--- config.mk ---
export PLATFORM = sky130hd
export DESIGN_NAME = disp_misc_ctrl
export DESIGN_NICKNAME = d
export VERILOG_FILES = /design/src/logic/disp_misc_ctrl.v
export VERILOG_INCLUDE_DIRS = /design/src /design/src/logic
export SDC_FILE = /design/constraint.sdc
export NUM_CORES = 1
export LEC_CHECK = 0
export BUFFER_PORTS_ARGS = -buffer_cell sky130_fd_sc_hd__buf_2
export CAP_MARGIN = 20
export CORE_MARGIN = 5
export CORE_UTILIZATION = 54
export DETAILED_ROUTE_END_ITERATION = 7
export PLACE_DENSITY_LB_ADDON = 0.12
export SLEW_MARGIN = 25
export SYNTH_ARGS = -nofsm -noshare
export SYNTH_HDL_FRONTEND = slang
export SYNTH_SLANG_ARGS = --single-unit
export TNS_END_PERCENT = 30
--- constraint.sdc ---
create_clock -name clk_i -period 2.6 [get_ports clk_i]
set_input_delay 0.26 -clock clk_i [delete_from_list [all_inputs] [get_ports clk_i]]
set_output_delay 0.26 -clock clk_i [all_outputs]
set_load 0.01 [all_outputs]
--- src/logic/disp_misc_regs.vh ---
// Register offsets, field positions and reset values of the display misc control bank.
// Assumes an 8-bit indexed index/data port pair driven by host I/O cycles on clk_i.
// How it works
// - ROM lock forces ROM select high on setup writes
// - Width field sets address counter modulus
// - Offset field adds to address bits 17:16
// - Odd/even page bit drives RAM address 0
// - Standard mapping overrides memory size setting
// - Palette lock blocks palette writes and strobe
// - Compat register writable only with lock 101
// - Compat register readable under four lock conditions
// - Mono compat blocks config port, forces status
// - Map-out bit hides ROM window, resets set
// - Free-running panel clock select bit
// - Passive colour depth select bit
// - Reverse video inverts nibbles, optionally text only
// - Highest contrast text intensity bit
// - Active-matrix select bit is write-only
// - Panel select field chooses timing parameter set
// - Frame pulse line select bit
// - CRT enable resets to one, selects timing
// - Panel enable resets zero, data stays active
// - Both enables force 8-dot and select low
// - Centering select zero, enable resets zero
// - Three-bit hsync delay in video clocks
// - Panel registers need unlock pattern 101XXXXX
`ifndef DISP_MISC_REGS_VH
`define DISP_MISC_REGS_VH
`define IDX_MISC_TWO 8'h2F
`define IDX_MISC_THREE 8'h30
`define IDX_PANEL_STATUS 8'h31
`define IDX_PANEL_CONTROL 8'h32
`define IDX_EXT_LOCK 8'h29
`define IDX_PANEL_UNLOCK 8'h34
`define IDX_MAP_UNLOCK 8'h35
`define IO_ROM_SETUP 16'h46E8
`define IO_PAL_LO 16'h03C6
`define IO_PAL_HI 16'h03C9
`define IO_MONO_CFG 16'h03BF
`define RST_MISC_TWO 8'h00
`define RST_MISC_THREE 8'h01
`define RST_PANEL_STATUS 8'h00
`define RST_PANEL_CONTROL 8'h20
`define RST_PANEL_UNLOCK 8'hA6
`define RST_ZERO 8'h00
`define B_ROM_LOCK 7
`define B_WIDTH_HI 6
`define B_WIDTH_LO 5
`define B_OFS_HI 4
`define B_OFS_LO 3
`define B_ODD_EVEN 2
`define B_VGA_MAP 1
`define B_PAL_LOCK 0
`define B_MONO 1
`define B_MAPOUT 0
`define B_FREE_CLK 6
`define B_DEPTH 5
`define B_REVERSE 4
`define B_CONTRAST 3
`define B_AMX 2
`define B_FP_LINE 6
`define B_CRT_EN 5
`define B_PANEL_EN 4
`define B_CTR_SEL 3
`define B_CTR_EN 2
`define B_HS_HI 7
`define MASK_STATUS_RD 8'h7B
`define MASK_THREE 8'h03
`define ULINE_MASK_MONO 8'h07
`define ULINE_MASK_STD 8'h77
`define ULINE_MATCH 8'h01
`define ROM_OUT_LO 20'hC6000
`define ROM_OUT_HI 20'hC67FF
`define CNT_64K 2'h1
`endif

--- src/logic/disp_misc_ctrl.v ---
// Indexed misc and flat panel control registers of a display controller.
// The bank holds the address counter options, the palette and ROM locks,
// the compatibility bits and the flat panel selection and timing bits.
// Assumes host I/O strobes are synchronous one-cycle pulses on clk_i.
// Assumes every level input already lives in the clk_i domain, so none is synchronised here.
`timescale 1ns/1ps
`default_nettype none
`include "disp_misc_regs.vh"
module disp_misc_ctrl
(
  input wire clk_i,
  input wire rst_n_i,
  // Raw host I/O cycles, one clock wide, used for the snooped ports.
  input wire io_wr_i,
  input wire io_rd_i,
  input wire [15:0] io_addr_i,
  // Index and data port pair through which software reaches the bank.
  input wire idx_wr_i,
  input wire [7:0] idx_i,
  input wire data_wr_i,
  input wire data_rd_i,
  input wire [7:0] data_i,
  // Mode levels from neighbouring register files and the sequencer.
  input wire [7:0] panel_option_reg_i,
  input wire odd_even_sel_i,
  input wire chain4_sel_i,
  input wire page_bit_i,
  input wire [1:0] memory_size_reg_i,
  // Address counter and host address levels, sampled every clock.
  input wire [17:0] disp_addr_i,
  input wire [19:0] mem_addr_i,
  input wire rom_access_i,
  // Pixel path levels that the compatibility and panel options modify.
  input wire [7:0] attr_i,
  input wire text_mode_i,
  input wire [3:0] upper_panel_nibble_i,
  input wire [3:0] lower_panel_nibble_i,
  input wire [7:0] status_i,
  // Sync timing; the delay line only advances on a video clock pulse.
  input wire hsync_i,
  input wire video_clock_en_i,
  // Every output is a flip-flop, so each follows its cause by one clock, except hsync_o, which adds the programmed video clock delay.
  output reg [7:0] data_o,
  output reg ext_rom_select_n_o,
  output reg palette_write_strobe_n_o,
  output reg palette_state_wr_o,
  output reg mono_cfg_wr_o,
  output reg [7:0] status_o,
  output reg underline_o,
  output reg rom_decline_o,
  // Memory addressing outputs.
  output reg [17:0] disp_addr_o,
  output reg ram_addr0_o,
  output reg ram_addr0_force_o,
  output reg std_map_o,
  // Flat panel and display device outputs.
  output reg [3:0] upper_panel_nibble_o,
  output reg [3:0] lower_panel_nibble_o,
  output reg free_clk_o,
  output reg depth_256k_o,
  output reg contrast_o,
  output reg amx_en_o,
  output reg [1:0] panel_select_field_o,
  output reg frame_pulse_line2_o,
  output reg crt_timing_o,
  output reg panel_en_o,
  output reg eight_dot_o,
  output reg display_kind_select_out_o,
  output reg center_en_o,
  output reg hsync_o
);
  reg [7:0] index_reg;
  reg [7:0] misc_two_reg;
  reg [7:0] misc_three_reg;
  reg [7:0] panel_status_reg;
  reg [7:0] panel_control_reg;
  reg [7:0] ext_lock_reg;
  reg [7:0] panel_unlock_reg;
  reg [7:0] map_unlock_reg;
  reg [7:0] hs_pipe_reg;
  reg [7:0] rd_next;
  wire panel_open;
  wire three_wr_ok;
  wire three_rd_ok;
  wire [2:0] hs_delay;
  wire both_en;
  wire [1:0] ca_sum;
  wire pal_hit;
  wire setup_hit;

  // Folds the start offset into the counter's upper bits. Counter bits above
  // the chosen modulus are masked first, so the count wraps inside its window
  // and the offset alone picks which 64K boundary the window starts on.
  function [1:0] page_base;
    input [1:0] count_hi;
    input [1:0] width;
    input [1:0] offset;
    reg [1:0] kept;
    begin
      kept = 2'h0;
      if (width[1])
        kept = 2'h0;
      else if (width[0])
        kept = {1'b0, count_hi[0]};
      else
        kept = count_hi;
      page_base = kept + offset;
    end
  endfunction

  // Unlock decodes shared by the read and write paths.
  // The lock registers themselves are always reachable, otherwise software
  // could never open the bank again after closing it.
  assign panel_open = (panel_unlock_reg[7:5] == 3'h5);
  assign three_wr_ok = (ext_lock_reg[2:0] == 3'h5);
  assign three_rd_ok = ext_lock_reg[7] && !ext_lock_reg[3] &&
    (panel_unlock_reg[7:5] != 3'h5) && (map_unlock_reg[6:4] != 3'h3);
  assign hs_delay = {panel_control_reg[`B_HS_HI], panel_control_reg[1:0]};
  assign both_en = panel_control_reg[`B_CRT_EN] && panel_control_reg[`B_PANEL_EN];
  assign ca_sum = page_base(disp_addr_i[17:16],
    {misc_two_reg[`B_WIDTH_HI], misc_two_reg[`B_WIDTH_LO]},
    {misc_two_reg[`B_OFS_HI], misc_two_reg[`B_OFS_LO]});

  // Host port decodes used by the strobe outputs below.
  assign pal_hit = io_wr_i && (io_addr_i >= `IO_PAL_LO) && (io_addr_i <= `IO_PAL_HI);
  assign setup_hit = io_wr_i && (io_addr_i == `IO_ROM_SETUP);

  // Index and register writes; panel registers are ignored while locked.
  // A data write in the same cycle as an index write still uses the old
  // index, since the index register only changes at the clock edge.
  // Refused writes give no indication on any port, as software expects.
  always @(posedge clk_i or negedge rst_n_i)
  begin
    if (!rst_n_i)
    begin
      index_reg <= `RST_ZERO;
      misc_two_reg <= `RST_MISC_TWO;
      misc_three_reg <= `RST_MISC_THREE;
      panel_status_reg <= `RST_PANEL_STATUS;
      panel_control_reg <= `RST_PANEL_CONTROL;
      ext_lock_reg <= `RST_ZERO;
      panel_unlock_reg <= `RST_PANEL_UNLOCK;
      map_unlock_reg <= `RST_ZERO;
    end
    else
    begin
      if (idx_wr_i)
      begin
        index_reg <= idx_i;
      end
      if (data_wr_i)
      begin
        case (index_reg)
          `IDX_MISC_TWO: misc_two_reg <= data_i;
          `IDX_MISC_THREE:
          begin
            if (three_wr_ok)
            begin
              misc_three_reg <= data_i & `MASK_THREE;
            end
          end
          `IDX_PANEL_STATUS:
          begin
            if (panel_open)
            begin
              panel_status_reg <= data_i;
            end
          end
          `IDX_PANEL_CONTROL:
          begin
            if (panel_open)
            begin
              // Centering select is reserved and held at auto-centering.
              panel_control_reg <= data_i & ~(8'h01 << `B_CTR_SEL);
            end
          end
          `IDX_EXT_LOCK: ext_lock_reg <= data_i;
          `IDX_PANEL_UNLOCK: panel_unlock_reg <= data_i;
          `IDX_MAP_UNLOCK: map_unlock_reg <= data_i;
          default:
          begin
            // Unmapped indexes are dropped; the index itself is left alone.
          end
        endcase
      end
    end
  end

  // Read mux; locked or unmapped indexes read zero.
  // Write-only bits are masked here rather than in storage, so the panel
  // interface keeps its setting while software sees a zero.
  always @*
  begin
    rd_next = `RST_ZERO;
    case (index_reg)
      `IDX_MISC_TWO: rd_next = misc_two_reg;
      `IDX_MISC_THREE: rd_next = three_rd_ok ? misc_three_reg : `RST_ZERO;
      `IDX_PANEL_STATUS:
        rd_next = panel_open ? (panel_status_reg & `MASK_STATUS_RD) : `RST_ZERO;
      `IDX_PANEL_CONTROL: rd_next = panel_open ? panel_control_reg : `RST_ZERO;
      `IDX_EXT_LOCK: rd_next = ext_lock_reg;
      `IDX_PANEL_UNLOCK: rd_next = panel_unlock_reg;
      `IDX_MAP_UNLOCK: rd_next = map_unlock_reg;
      default: rd_next = `RST_ZERO;
    endcase
  end

  // Horizontal sync delay line, advanced once per video clock enable.
  always @(posedge clk_i or negedge rst_n_i)
  begin
    if (!rst_n_i)
    begin
      hs_pipe_reg <= `RST_ZERO;
    end
    else if (video_clock_en_i)
    begin
      hs_pipe_reg <= {hs_pipe_reg[6:0], hsync_i};
    end
  end

  // Read data and host-side strobes.
  // Read data only moves on a data port read, so software may take it late
  // without racing a later index change.
  always @(posedge clk_i or negedge rst_n_i)
  begin
    if (!rst_n_i)
    begin
      data_o <= `RST_ZERO;
      ext_rom_select_n_o <= 1'b1;
      palette_write_strobe_n_o <= 1'b1;
      palette_state_wr_o <= 1'b0;
      mono_cfg_wr_o <= 1'b0;
    end
    else
    begin
      if (data_rd_i)
      begin
        data_o <= rd_next;
      end
      // The lock only masks the select pin; the internal setup copy lives
      // outside this block and is still loaded by the same write.
      ext_rom_select_n_o <= !(rom_access_i && !rom_decline_o) ||
        (misc_two_reg[`B_ROM_LOCK] && setup_hit);
      // A locked palette sees neither the strobe nor a state update.
      palette_write_strobe_n_o <= !(pal_hit && !misc_two_reg[`B_PAL_LOCK]);
      palette_state_wr_o <= pal_hit && !misc_two_reg[`B_PAL_LOCK];
      mono_cfg_wr_o <= io_wr_i && (io_addr_i == `IO_MONO_CFG) &&
        !misc_three_reg[`B_MONO];
    end
  end

  // Compatibility outputs.
  // The ROM window is only declined for a real ROM access, so an idle
  // address bus in the window never looks like a declined cycle.
  always @(posedge clk_i or negedge rst_n_i)
  begin
    if (!rst_n_i)
    begin
      status_o <= `RST_ZERO;
      underline_o <= 1'b0;
      rom_decline_o <= 1'b0;
    end
    else
    begin
      status_o <= misc_three_reg[`B_MONO] ? (status_i | 8'h80) : status_i;
      underline_o <= misc_three_reg[`B_MONO] ?
        ((attr_i & `ULINE_MASK_MONO) == `ULINE_MATCH) :
        ((attr_i & `ULINE_MASK_STD) == `ULINE_MATCH);
      rom_decline_o <= rom_access_i && misc_three_reg[`B_MAPOUT] &&
        (mem_addr_i >= `ROM_OUT_LO) && (mem_addr_i <= `ROM_OUT_HI);
    end
  end

  // Memory addressing outputs.
  // Width 1X keeps a 64K window, 01 a 128K window, 00 the full 256K count;
  // the masking is done in page_base before the offset is added.
  always @(posedge clk_i or negedge rst_n_i)
  begin
    if (!rst_n_i)
    begin
      disp_addr_o <= 18'h00000;
      ram_addr0_o <= 1'b0;
      ram_addr0_force_o <= 1'b0;
      std_map_o <= 1'b0;
    end
    else
    begin
      disp_addr_o <= {ca_sum, disp_addr_i[15:0]};
      ram_addr0_force_o <= misc_two_reg[`B_ODD_EVEN] && odd_even_sel_i &&
        !chain4_sel_i && !misc_two_reg[`B_VGA_MAP];
      ram_addr0_o <= page_bit_i;
      std_map_o <= misc_two_reg[`B_VGA_MAP] || (memory_size_reg_i == 2'h0);
    end
  end

  // Flat panel and display device outputs.
  // The nibbles stay live even with the panel off, since an external
  // palette may use them as pixel addresses.
  always @(posedge clk_i or negedge rst_n_i)
  begin
    if (!rst_n_i)
    begin
      upper_panel_nibble_o <= 4'h0;
      lower_panel_nibble_o <= 4'h0;
      free_clk_o <= 1'b0;
      depth_256k_o <= 1'b0;
      contrast_o <= 1'b0;
      amx_en_o <= 1'b0;
      panel_select_field_o <= 2'h0;
      frame_pulse_line2_o <= 1'b0;
      crt_timing_o <= 1'b1;
      panel_en_o <= 1'b0;
      eight_dot_o <= 1'b0;
      display_kind_select_out_o <= 1'b1;
      center_en_o <= 1'b0;
    end
    else
    begin
      // Graphics escapes inversion only when the panel option limits it to text.
      if (panel_status_reg[`B_REVERSE] && (text_mode_i || !panel_option_reg_i[3]))
      begin
        upper_panel_nibble_o <= ~upper_panel_nibble_i;
        lower_panel_nibble_o <= ~lower_panel_nibble_i;
      end
      else
      begin
        upper_panel_nibble_o <= upper_panel_nibble_i;
        lower_panel_nibble_o <= lower_panel_nibble_i;
      end
      free_clk_o <= panel_status_reg[`B_FREE_CLK];
      depth_256k_o <= panel_status_reg[`B_DEPTH];
      // Contrast boost only matters in text modes, so graphics never sees it.
      contrast_o <= panel_status_reg[`B_CONTRAST] && text_mode_i;
      amx_en_o <= panel_status_reg[`B_AMX];
      panel_select_field_o <= panel_status_reg[1:0];
      frame_pulse_line2_o <= panel_control_reg[`B_FP_LINE];
      crt_timing_o <= panel_control_reg[`B_CRT_EN];
      panel_en_o <= panel_control_reg[`B_PANEL_EN];
      eight_dot_o <= both_en;
      display_kind_select_out_o <= !both_en;
      center_en_o <= panel_control_reg[`B_CTR_EN];
    end
  end

  // Delayed horizontal sync output.
  // A zero delay passes the input through one register stage only, so the
  // delay counts are extra video clocks on top of the output flip-flop.
  always @(posedge clk_i or negedge rst_n_i)
  begin
    if (!rst_n_i)
    begin
      hsync_o <= 1'b0;
    end
    else
    begin
      hsync_o <= (hs_delay == 3'h0) ? hsync_i : hs_pipe_reg[hs_delay - 3'h1];
    end
  end
endmodule // disp_misc_ctrl
`default_nettype wire

Word level (Yosys, flattened, before mapping). Index checks and enable logic that the tools add are counted.

Flip-flop bits (word level): 128. Input bits: 118.

$add $sub $neg: 2. Order comparisons: 5. Eq/ne operators: 15. Muxes and demuxes: 13. Bitwise gates (word level): 2. Reduce and logical (&&, ||, !) cells: 42.

Operators with widths (number): 8-bit by 6-bit == test with 1-bit output, second input constant (7); 8-bit case mux with 7 select lines (1); 20-bit greater-or-equal comparator, second input constant (1); 20-bit less-or-equal comparator, second input constant (1); 1-bit logical AND (20); 16-bit by 10-bit == test with 1-bit output, second input constant (1); 16-bit by 15-bit == test with 1-bit output, second input constant (1); 16-bit by 10-bit greater-or-equal comparator with 1-bit output, second input constant (1); 16-bit by 10-bit less-or-equal comparator with 1-bit output, second input constant (1); 8-bit two-way mux (2); 1-bit zero test (10); 3-bit AND reduction (3); 4-bit two-way mux (2); 4-bit NOT (2); 2-bit AND reduction (4); 7-bit two-way mux (1); 3-bit == test, second input constant (2); 6-bit by 1-bit == test with 1-bit output, second input constant (1); 2-bit two-way mux (3); 3-bit by 4-bit < comparator with 1-bit output, second input constant (1); 1-bit binary-select mux with 3-bit select (1); 3-bit by 1-bit == test with 1-bit output, second input constant (1); 3-bit zero test (1); 1-bit logical OR (3); other kinds (6) (8).

Logic depth before layout (Yosys ltp). Gate-level depths: netlist of the first run.

Word-level depth: 6. Mapped depth: 7. Gate-level depth less buffers: 6.

Least setup slack after synthesis of the first run. No wires, ideal clock.

Path kind: register -> register. Start point: register index_reg[1]. End point: register panel_unlock_reg[0]. Library setup time: 0.125 ns. Data arrival time: 1.566 ns. Path slack: 0.909 ns. Cell stages (with the launch flop): 6. Path buffers: 1. Period minus slack after synthesis: 1.691 ns. Cells stage by stage: dfrtp_1 buf_6 or3b_4 nor3b_4 nand2_4 mux2_4.

Longest elaborated chain between the ends: 2.

Ends and longest elaborated chain: start: declaration (RTL line disp_misc_ctrl.v:72) `reg [7:0] index_reg;`; start signal: assignment (RTL line disp_misc_ctrl.v:136) `` index_reg <= `RST_ZERO; ``; start signal: assignment (RTL line disp_misc_ctrl.v:149) `index_reg <= idx_i;`; 8-bit by 6-bit == test with 1-bit output (RTL line disp_misc_ctrl.v:153) `case (index_reg)`; 2-bit AND reduction (no line); end signal: assignment (RTL line disp_misc_ctrl.v:142) `` panel_unlock_reg <= `RST_PANEL_UNLOCK; ``; end signal: assignment (RTL line disp_misc_ctrl.v:178) `` `IDX_PANEL_UNLOCK: panel_unlock_reg <= data_i; ``; end: declaration (RTL line disp_misc_ctrl.v:78) `reg [7:0] panel_unlock_reg;`.

Every way passes these cells. A chain may end at the register's enable or synchronous reset.

Worst setup path in the final report of the first run.
Start point: register panel_unlock_reg[5]. End point: register panel_status_reg[2].

Longest elaborated chain between the ends: 2.

Ends and longest elaborated chain: 3-bit == test (RTL line disp_misc_ctrl.v:114) `assign panel_open = (panel_unlock_reg[7:5] == 3'h5);`; 3-bit AND reduction (no line); end signal: assignment (RTL line disp_misc_ctrl.v:139) `` panel_status_reg <= `RST_PANEL_STATUS; ``; end signal: assignment (RTL line disp_misc_ctrl.v:166) `panel_status_reg <= data_i;`; end: declaration (RTL line disp_misc_ctrl.v:75) `reg [7:0] panel_status_reg;`.

Every way passes these cells.

==> summary.txt, run 1 <==
Status
  • Outcome: finished, final reports clean

Floorplanning
  • Effective utilization at floorplan: a little under three fifths
  • I/O pins: around 180
  • Floorplan die area: about 12000 sq um
  • Std-Cell Rows: 35
  • Die extent in y: roughly 110 microns
  • Die extent in x: about 110 microns
  • Area of the core region: between 9000 and 10000 sq um

Drt
  • Pre-Repair DR Iteration Count: 4
  • Post-detailed-route DRC marker count: 0
  • Detailed-route wire length per cell: ~18 microns
  • Number of vias per cell after detailed routing: 5.29
  • Antenna Violating Nets Remaining: 0
  • Detailed Route Iter0 Violations: 186
  • Via count: 3860
  • Total detailed-routing wirelength: between 10000 and 15000 microns

Global routing
  • Vias in the first global route: between 4000 and 5000
  • Pin count of the biggest net entering global routing: 55
  • Antenna violations before repair: 0
  • Wire length of the first global-routing pass: 20900 microns
  • Grt total ovfl: 0
  • Gr usage total: a little under a quarter

Finish
  • Layout cells sized above 1: between 40% and 50%
  • Antenna cell count: 0
  • Commonest cells after routing, fill and taps aside: buf_2 (159), dfrtp_1 (118), mux2_2 (58)
  • Area taken by multi-input logic gates: between 1500 and 2000 sq um
  • Area added between synthesis and finish: 40.4%
  • Sequential cell area: between 3000 and 4000 sq um
  • Register with the highest flop count: disp_addr_o
  • Most common cell after layout, fill and taps aside: buf_2
  • Filler instances: slightly below 600
  • Number of flip-flops in the largest register: 18
  • NumNets Final: about 710

Setup path
  • CP Data Arrival Time: 2470 ps
  • Cell count along the critical path: 5
  • Register-to-register setup slack: between 500 and 600 ps
  • Slowest cell on the critical path: dfstp_2
  • Worst setup SP type: flop
  • Maximum fanout along the worst path: 7
  • Class of the most critical setup path: flop to flop
  • Combined buffer and inverter count along the critical path: 0
  • Top delay family on crit path: simple AND/OR/NAND/NOR gates
  • Crit-path cells: and3b_1 > nand3_1 > nor2_1 > nand2_1 > mux2_2
  • Reg2reg start: panel_unlock_reg[5]
  • Register-to-Register Path Depth: 5
  • Endpoint kind of the worst setup timing path: flop
  • Launching element of the worst setup path: panel_unlock_reg[5]
  • Required time of the critical path: about 3000 ps
  • Worst path max stage delay: 540 ps

Hold path
  • HP Start: io_addr_i[4]
  • Worst hold-check path type: primary input to flop
  • Cells on Worst Hold Path: 3

Synthesis
  • Syn Area/Cell: approximately 14 sq um
  • Summed instance area of the synthesized netlist: ~5200 sq um
  • Synth top area share: approximately 57%
  • Share of the synthesized area in compound gates (AO/OA/AOI/OAI): a little under 6%
  • Post-synthesis async set-or-reset flop share: 100%
  • Mapped Cells: 360
  • Cell type with the largest total area after synthesis: dfrtp_1
  • Net count after synthesis: 481
  • Count of flip-flops with a built-in enable after synthesis: 0
  • Synth area leaders: dfrtp_1 (57%), mux2_2 (13%), dfstp_2 (5.1%), mux2_4 (2.3%), xnor2_1 (1.7%)
  • Total of warnings raised by yosys: 0
  • Share of synthesized area spent on multiplexers: between 10% and 20%
  • Sequential area share after synthesis: just over 60%
  • Synth Area in Adders: less than 1%
  • Cell variety after synth: 59
  • Post-synthesis simple-gate area fraction: approximately 10%
  • Dominant combinational cell family by area after synthesis: multiplexers
  • Number of storage elements in the synthesis netlist: 128
  • Prevailing post-synth register cell: dfrtp_1
  • Xor and xnor fraction of the mapped netlist area: under 10%

Power and ir drop
  • Part of the power in registers: 43.7%
  • VDD IR max: ~550 uV
  • Switching part of the total power: around a quarter
  • Total power divided by cell area: between 600 and 700 nW/um^2
  • P_sw: between 1 and 1.5 mW
  • Combinational share of power: 9.8%
  • Static leakage: roughly 3.6 nW
  • Internal power: ~3.8 mW
  • Clock network power share: a little under half
  • PnR Total Power: around 5 mW

Clock network
  • Maximum level of the CTS H-tree: 4
  • Post-CTS resize count: 0
  • Total number of clock tree sinks: ~130
  • Max clock buf depth: 2
  • TritonCTS clock tree: built
  • Clock transition time at the flip-flop clock pins of the worst setup and hold paths: 60 ps
  • Worst-skew pair later-pin latency: around 520 ps
  • CTS Root Cell: clkbuf_8
  • Clock buffer count from CTS: 17

Timing
  • Fin crit share: between 70% and 80%
  • Transition at the pin with the smallest max-transition slack: about 860 ps
  • Relative slew slack: about 42%
  • Count of pins over their slew limit: 0
  • Unrepaired setup endpoints after global routing: no
  • Achievable frequency: 482 MHz
  • Final min period: 2070 ps
  • Total negative slack for setup checks: 0 ps
  • Final setup violation count: 0
  • Number of hold violations in the final report: 0
  • Setup clock skew after layout: roughly 6.3 ps

Place
  • Final HPWL DP: around 8800 microns
  • I/O Buffers: 160
  • Placer Congestion: between 0.8 and 0.9

Job
  • Max-cap check violation count: 0
Yosys cell counts (3+ instances only):
master	instances
nand2_1	9
nor2b_1	6
o21ai_0	4
o22ai_1	7
o31ai_1	4
nor2_1	11
a221o_1	3
dfrtp_1	118
a221oi_1	3
mux2_2	58
a31oi_1	3
mux2i_1	7
ha_1	3
mux2_4	8
nand4b_1	3
nor3_1	6
inv_1	11
xnor2_1	10
nand3_1	9
dfstp_2	10
clkbuf_1	3
a22oi_1	7
buf_2	4
nand2b_1	5
what timing repair did:
item	in CTS	in global routing
setup endpoints to repair	0	0
hold buffers	53	1
hold endpoints to repair	90	1
setup buffers	0	0
power groups by stage:
stage / Combinational (mW) / Sequential (mW) / Clock [mW]
floorplan: 0.226 / 2.23 / 0
finish: 0.496 / 2.20 / 2.34
global placement: 0.416 / 2.23 / 0
CTS: 0.495 / 2.20 / 2.37
global route: 0.539 / 2.22 / 2.50
detailed placement: 0.431 / 2.24 / 0
cell families after synthesis:
| logic type | count (synthesis) |
|---|---|
| XOR/XNOR | 11 |
| flip-flops | 128 |
| multiplexers | 75 |
| adder cells (fa/ha/maj) | 3 |
| AND/OR/NAND/NOR | 78 |
| buffers and inverters | 23 |
| AO/OA/AOI/OAI | 42 |
worst register-to-register path, cell delays in order (launching register included):
cell and delay, ps:
dfstp_2 540, and3b_1 210, nand3_1 240, nor2_1 280, nand2_1 310, mux2_2 380
final timing paths:
check	endpoint
hold / removal	mono_cfg_wr_o
setup / recovery	panel_status_reg[2]
hold reg to reg	crt_timing_o
setup reg to reg	panel_status_reg[2]
max in group asynchronous	display_kind_select_out_o
min in group asynchronous	status_o[5]
per-layer routing:
| layer | vias to the layer above | wire, microns | GRT usage (%) |
|---|---|---|---|
| met3 | 19 | 660 | 5.22 |
| met2 | 111 | 6960 | 39.7 |
| met5 | - | 0 | 0 |
| met4 | 0 | 202 | 7.84 |
| met1 | 1962 | 5500 | 30.5 |
| li1 | 1768 | - | - |
layout make-up:
| type | count | share of cell area [%] |
|---|---|---|
| Clock buffer | 17 | 5.70 |
| Clock inverter | 15 | 2.43 |
| Inverter | 11 | 0.568 |
| Multi-Input combinational cell | 209 | 25.4 |
| Sequential cell | 128 | 44.3 |
| Tap cell | 129 | 2.22 |
| Timing Repair Buffer | 221 | 19.4 |
per-stage QoR:
| stage | hold slack [ps] | cells | util (%) | setup WS [ps] | area, sq um |
|---|---|---|---|---|---|
| 2_1_floorplan | -35.6 | 360 | - | 909 | 5170 |
| 3_3_place_gp | 294 | 644 | 66.1 | 596 | 6130 |
| 3_5_place_dp | 302 | 644 | 66.1 | 573 | 6130 |
| 4_1_cts | 1.48 | 729 | 78.1 | 546 | 7250 |
| 5_1_grt | 34.7 | 730 | 78.2 | 328 | 7260 |
| 6_report | 29.0 | 730 | 78.2 | 526 | 7260 |
(Power assumes the default switching activity.)
==> inputs of run 2 (changes only) <==
Settings changed: CORE_UTILIZATION 54 to 50.
Clock period 2.6 ns to 2 ns, I/O delays scaled along.
==> summary.txt, run 2 (synthesis gave the netlist of run 1 again) <==
Drt
  • Detailed Route Iter0 Violations: 379 (was 186)
  • Post-detailed-route DRC marker count: 0 (unchanged)
  • Pre-Repair DR Iteration Count: 4 (unchanged)
  • Detailed-route wire length per cell: 16.4 microns (was 18.2 microns)
  • Total detailed-routing wirelength: 12500 microns (was 13300 microns)
  • Via count: 3887 (was 3860)
  • Number of vias per cell after detailed routing: 5.11 (was 5.29)
  • Antenna Violating Nets Remaining: 0 (unchanged)

Place
  • I/O Buffers: 160 (unchanged)
  • Placer Congestion: 0.877 (was 0.842)
  • Final HPWL DP: 8560 microns (was 8790 microns)

Timing
  • Achievable frequency: 534 MHz (was 482 MHz)
  • Number of hold violations in the final report: 0 (unchanged)
  • Transition at the pin with the smallest max-transition slack: 792 ps (was 858 ps)
  • Relative slew slack: 46.9% (was 42.4%)
  • Setup clock skew after layout: 8.49 ps (was 6.26 ps)
  • Unrepaired setup endpoints after global routing: no (unchanged)
  • Final min period: 1870 ps (was 2070 ps)
  • Final setup violation count: 0 (unchanged)
  • Total negative slack for setup checks: 0 ps (unchanged)
  • Count of pins over their slew limit: 0 (unchanged)
  • Fin crit share: 93.6% (was 79.8%)

Finish
  • Register with the highest flop count: disp_addr_o (unchanged)
  • Area added between synthesis and finish: 44.6% (was 40.4%)
  • Commonest cells after routing, fill and taps aside: buf_2 (159), dfrtp_1 (118), dlygate4sd3_1 (68) (was buf_2 (159), dfrtp_1 (118), mux2_2 (58))
  • Antenna cell count: 0 (unchanged)
  • Layout cells sized above 1: 47.4% (was 48.3%)
  • Most common cell after layout, fill and taps aside: buf_2 (unchanged)
  • Number of flip-flops in the largest register: 18 (unchanged)
  • NumNets Final: 733 (was 709)
  • Utilization after layout: 73.2% (was 78.2%)

Hold path
  • Worst min-delay path endpoint: panel_unlock_reg[5] (was mono_cfg_wr_o)
  • Cells on Worst Hold Path: 2 (was 3)
  • HP Start: data_i[5] (was io_addr_i[4])
  • Worst hold-check path type: primary input to flop (unchanged)

Setup path
  • R2r endpoint: panel_status_reg[1] (was panel_status_reg[2])
  • Endpoint kind of the worst setup timing path: flop (unchanged)
  • Class of the most critical setup path: flop to flop (unchanged)
  • Slowest cell on the critical path: dfstp_2 (unchanged)
  • CP Data Arrival Time: 2260 ps (was 2470 ps)
  • Maximum fanout along the worst path: 5 (was 7)
  • Crit-path cells: and3b_1 > nand3_1 > nor2_1 > nand2_1 > buf_4 > mux2_2 (was and3b_1 > nand3_1 > nor2_1 > nand2_1 > mux2_2)
  • Reg2reg start: panel_unlock_reg[5] (unchanged)
  • Worst setup SP type: flop (unchanged)
  • Register-to-Register Path Depth: 6 (was 5)
  • Register-to-register setup slack: 130 ps (was 530 ps)
  • Required time of the critical path: 2390 ps (was 3000 ps)
  • Top delay family on crit path: simple AND/OR/NAND/NOR gates (unchanged)
  • Combined buffer and inverter count along the critical path: 1 (was 0)
  • Worst path max stage delay: 540 ps (about the same)

Global routing
  • Antenna violations before repair: 0 (unchanged)
  • Wire length of the first global-routing pass: 20900 microns (about the same)
  • Grt total ovfl: 0 (unchanged)
  • Gr usage total: 21.0% (was 23.7%)
  • Vias in the first global route: 4152 (was 4040)
  • Pin count of the biggest net entering global routing: 54 (was 55)

Clock network
  • Clock buffer count from CTS: 17 (unchanged)
  • Worst-skew pair later-pin latency: 510 ps (was 520 ps)
  • Total number of clock tree sinks: 128 (unchanged)
  • Maximum level of the CTS H-tree: 4 (unchanged)
  • Clock transition time at the flip-flop clock pins of the worst setup and hold paths: 60 ps (about the same)
  • TritonCTS clock tree: built (unchanged)
  • CTS Root Cell: clkbuf_8 (unchanged)
  • Max clock buf depth: 2 (unchanged)

Floorplanning
  • Floorplan die area: 12500 sq um (was 11600 sq um)
  • I/O pins: 182 (unchanged)
  • Die extent in y: 112 microns (was 108 microns)
  • Die extent in x: 112 microns (was 108 microns)
  • Effective utilization at floorplan: 50.6% (was 55.7%)
  • Std-Cell Rows: 37 (was 35)
  • Area of the core region: 10200 sq um (was 9280 sq um)

Status
  • Outcome: finished, final reports clean (unchanged)

Power and ir drop
  • VDD IR max: 676 uV (was 554 uV)
  • Total power divided by cell area: 871 nW/um^2 (was 694 nW/um^2)
  • Static leakage: 3.72 nW (was 3.60 nW)

Job
  • Max-cap check violation count: 0 (unchanged)
run 2: cell types whose count changed in the layout (fill, tap and decap cells not counted), moves of 3 or more:
cell and delta:
clkbuf_1 +3, clkinv_2 +4, inv_8 -3, inv_6 -3, dlygate4sd3_1 +14, buf_4 +9, clkinvlp_4 -4
run 2: metrics by stage:
step           hold slack [ps]  power [mW]  worst slack (ps)  instance area [sq um]  cells
2_1_floorplan            -95.6        3.19               309                   5170    360
3_3_place_gp               149        3.45               152                   6230    661
3_5_place_dp               162        3.48               135                   6230    661
4_1_cts                   5.87        6.59               116                   7480    760
5_1_grt                   24.5        6.79              59.6                   7480    760
6_report                  25.2        6.52               128                   7480    760
run 2: report_power, final:
part / internal, mW / leakage (nW) / switching [mW] / total [mW]
Combinational: 0.389 / 1.80 / 0.281 / 0.670
Clock: 1.92 / 0.286 / 1.07 / 2.99
Sequential: 2.76 / 1.63 / 0.104 / 2.86
run 2: how the worst max path moves through the flow:
stage	to	cells after the start	from
floorplan	panel_unlock_reg[0]	5	index_reg[1]
global placement	panel_status_reg[1]	6	panel_unlock_reg[5]
detailed placement	panel_status_reg[1]	6	panel_unlock_reg[5]
CTS	panel_status_reg[1]	6	panel_unlock_reg[5]
global route	panel_status_reg[1]	6	panel_unlock_reg[5]
finish	panel_status_reg[1]	6	panel_unlock_reg[5]
run 2: cell type report:
type	count	area, sq um
flip-flops and latches	128	3220
fillers	701	2750
multi-input cells	209	1850
repair buffers	245	1640
clock buffers	21	439
well taps	136	170
clock inverters	10	136
inverters	11	41.3
run 2: metal layers:
layer  GRT usage (%)  vias up  part of all wire (%)
li1                -     1808                     -
met1            26.8     1905                    41
met2            34.4      159                    50
met3            6.63       15                   8.1
met4            6.73        0                   1.3
met5               0        -                     0
run 2: repair_timing:
action                                 4_1_cts  5_1_grt
hold buffers                                68        0
endpoints found under the hold margin       95        0
setup buffers                                0        0
resized for setup                            0        0
run 2: worst register-to-register path, delay by kind of cell (launching register included):
family	cells	cell delay [ps]
buffers and inverters	1	180
multiplexers	1	260
AND/OR/NAND/NOR	4	780
flip-flops	1	540
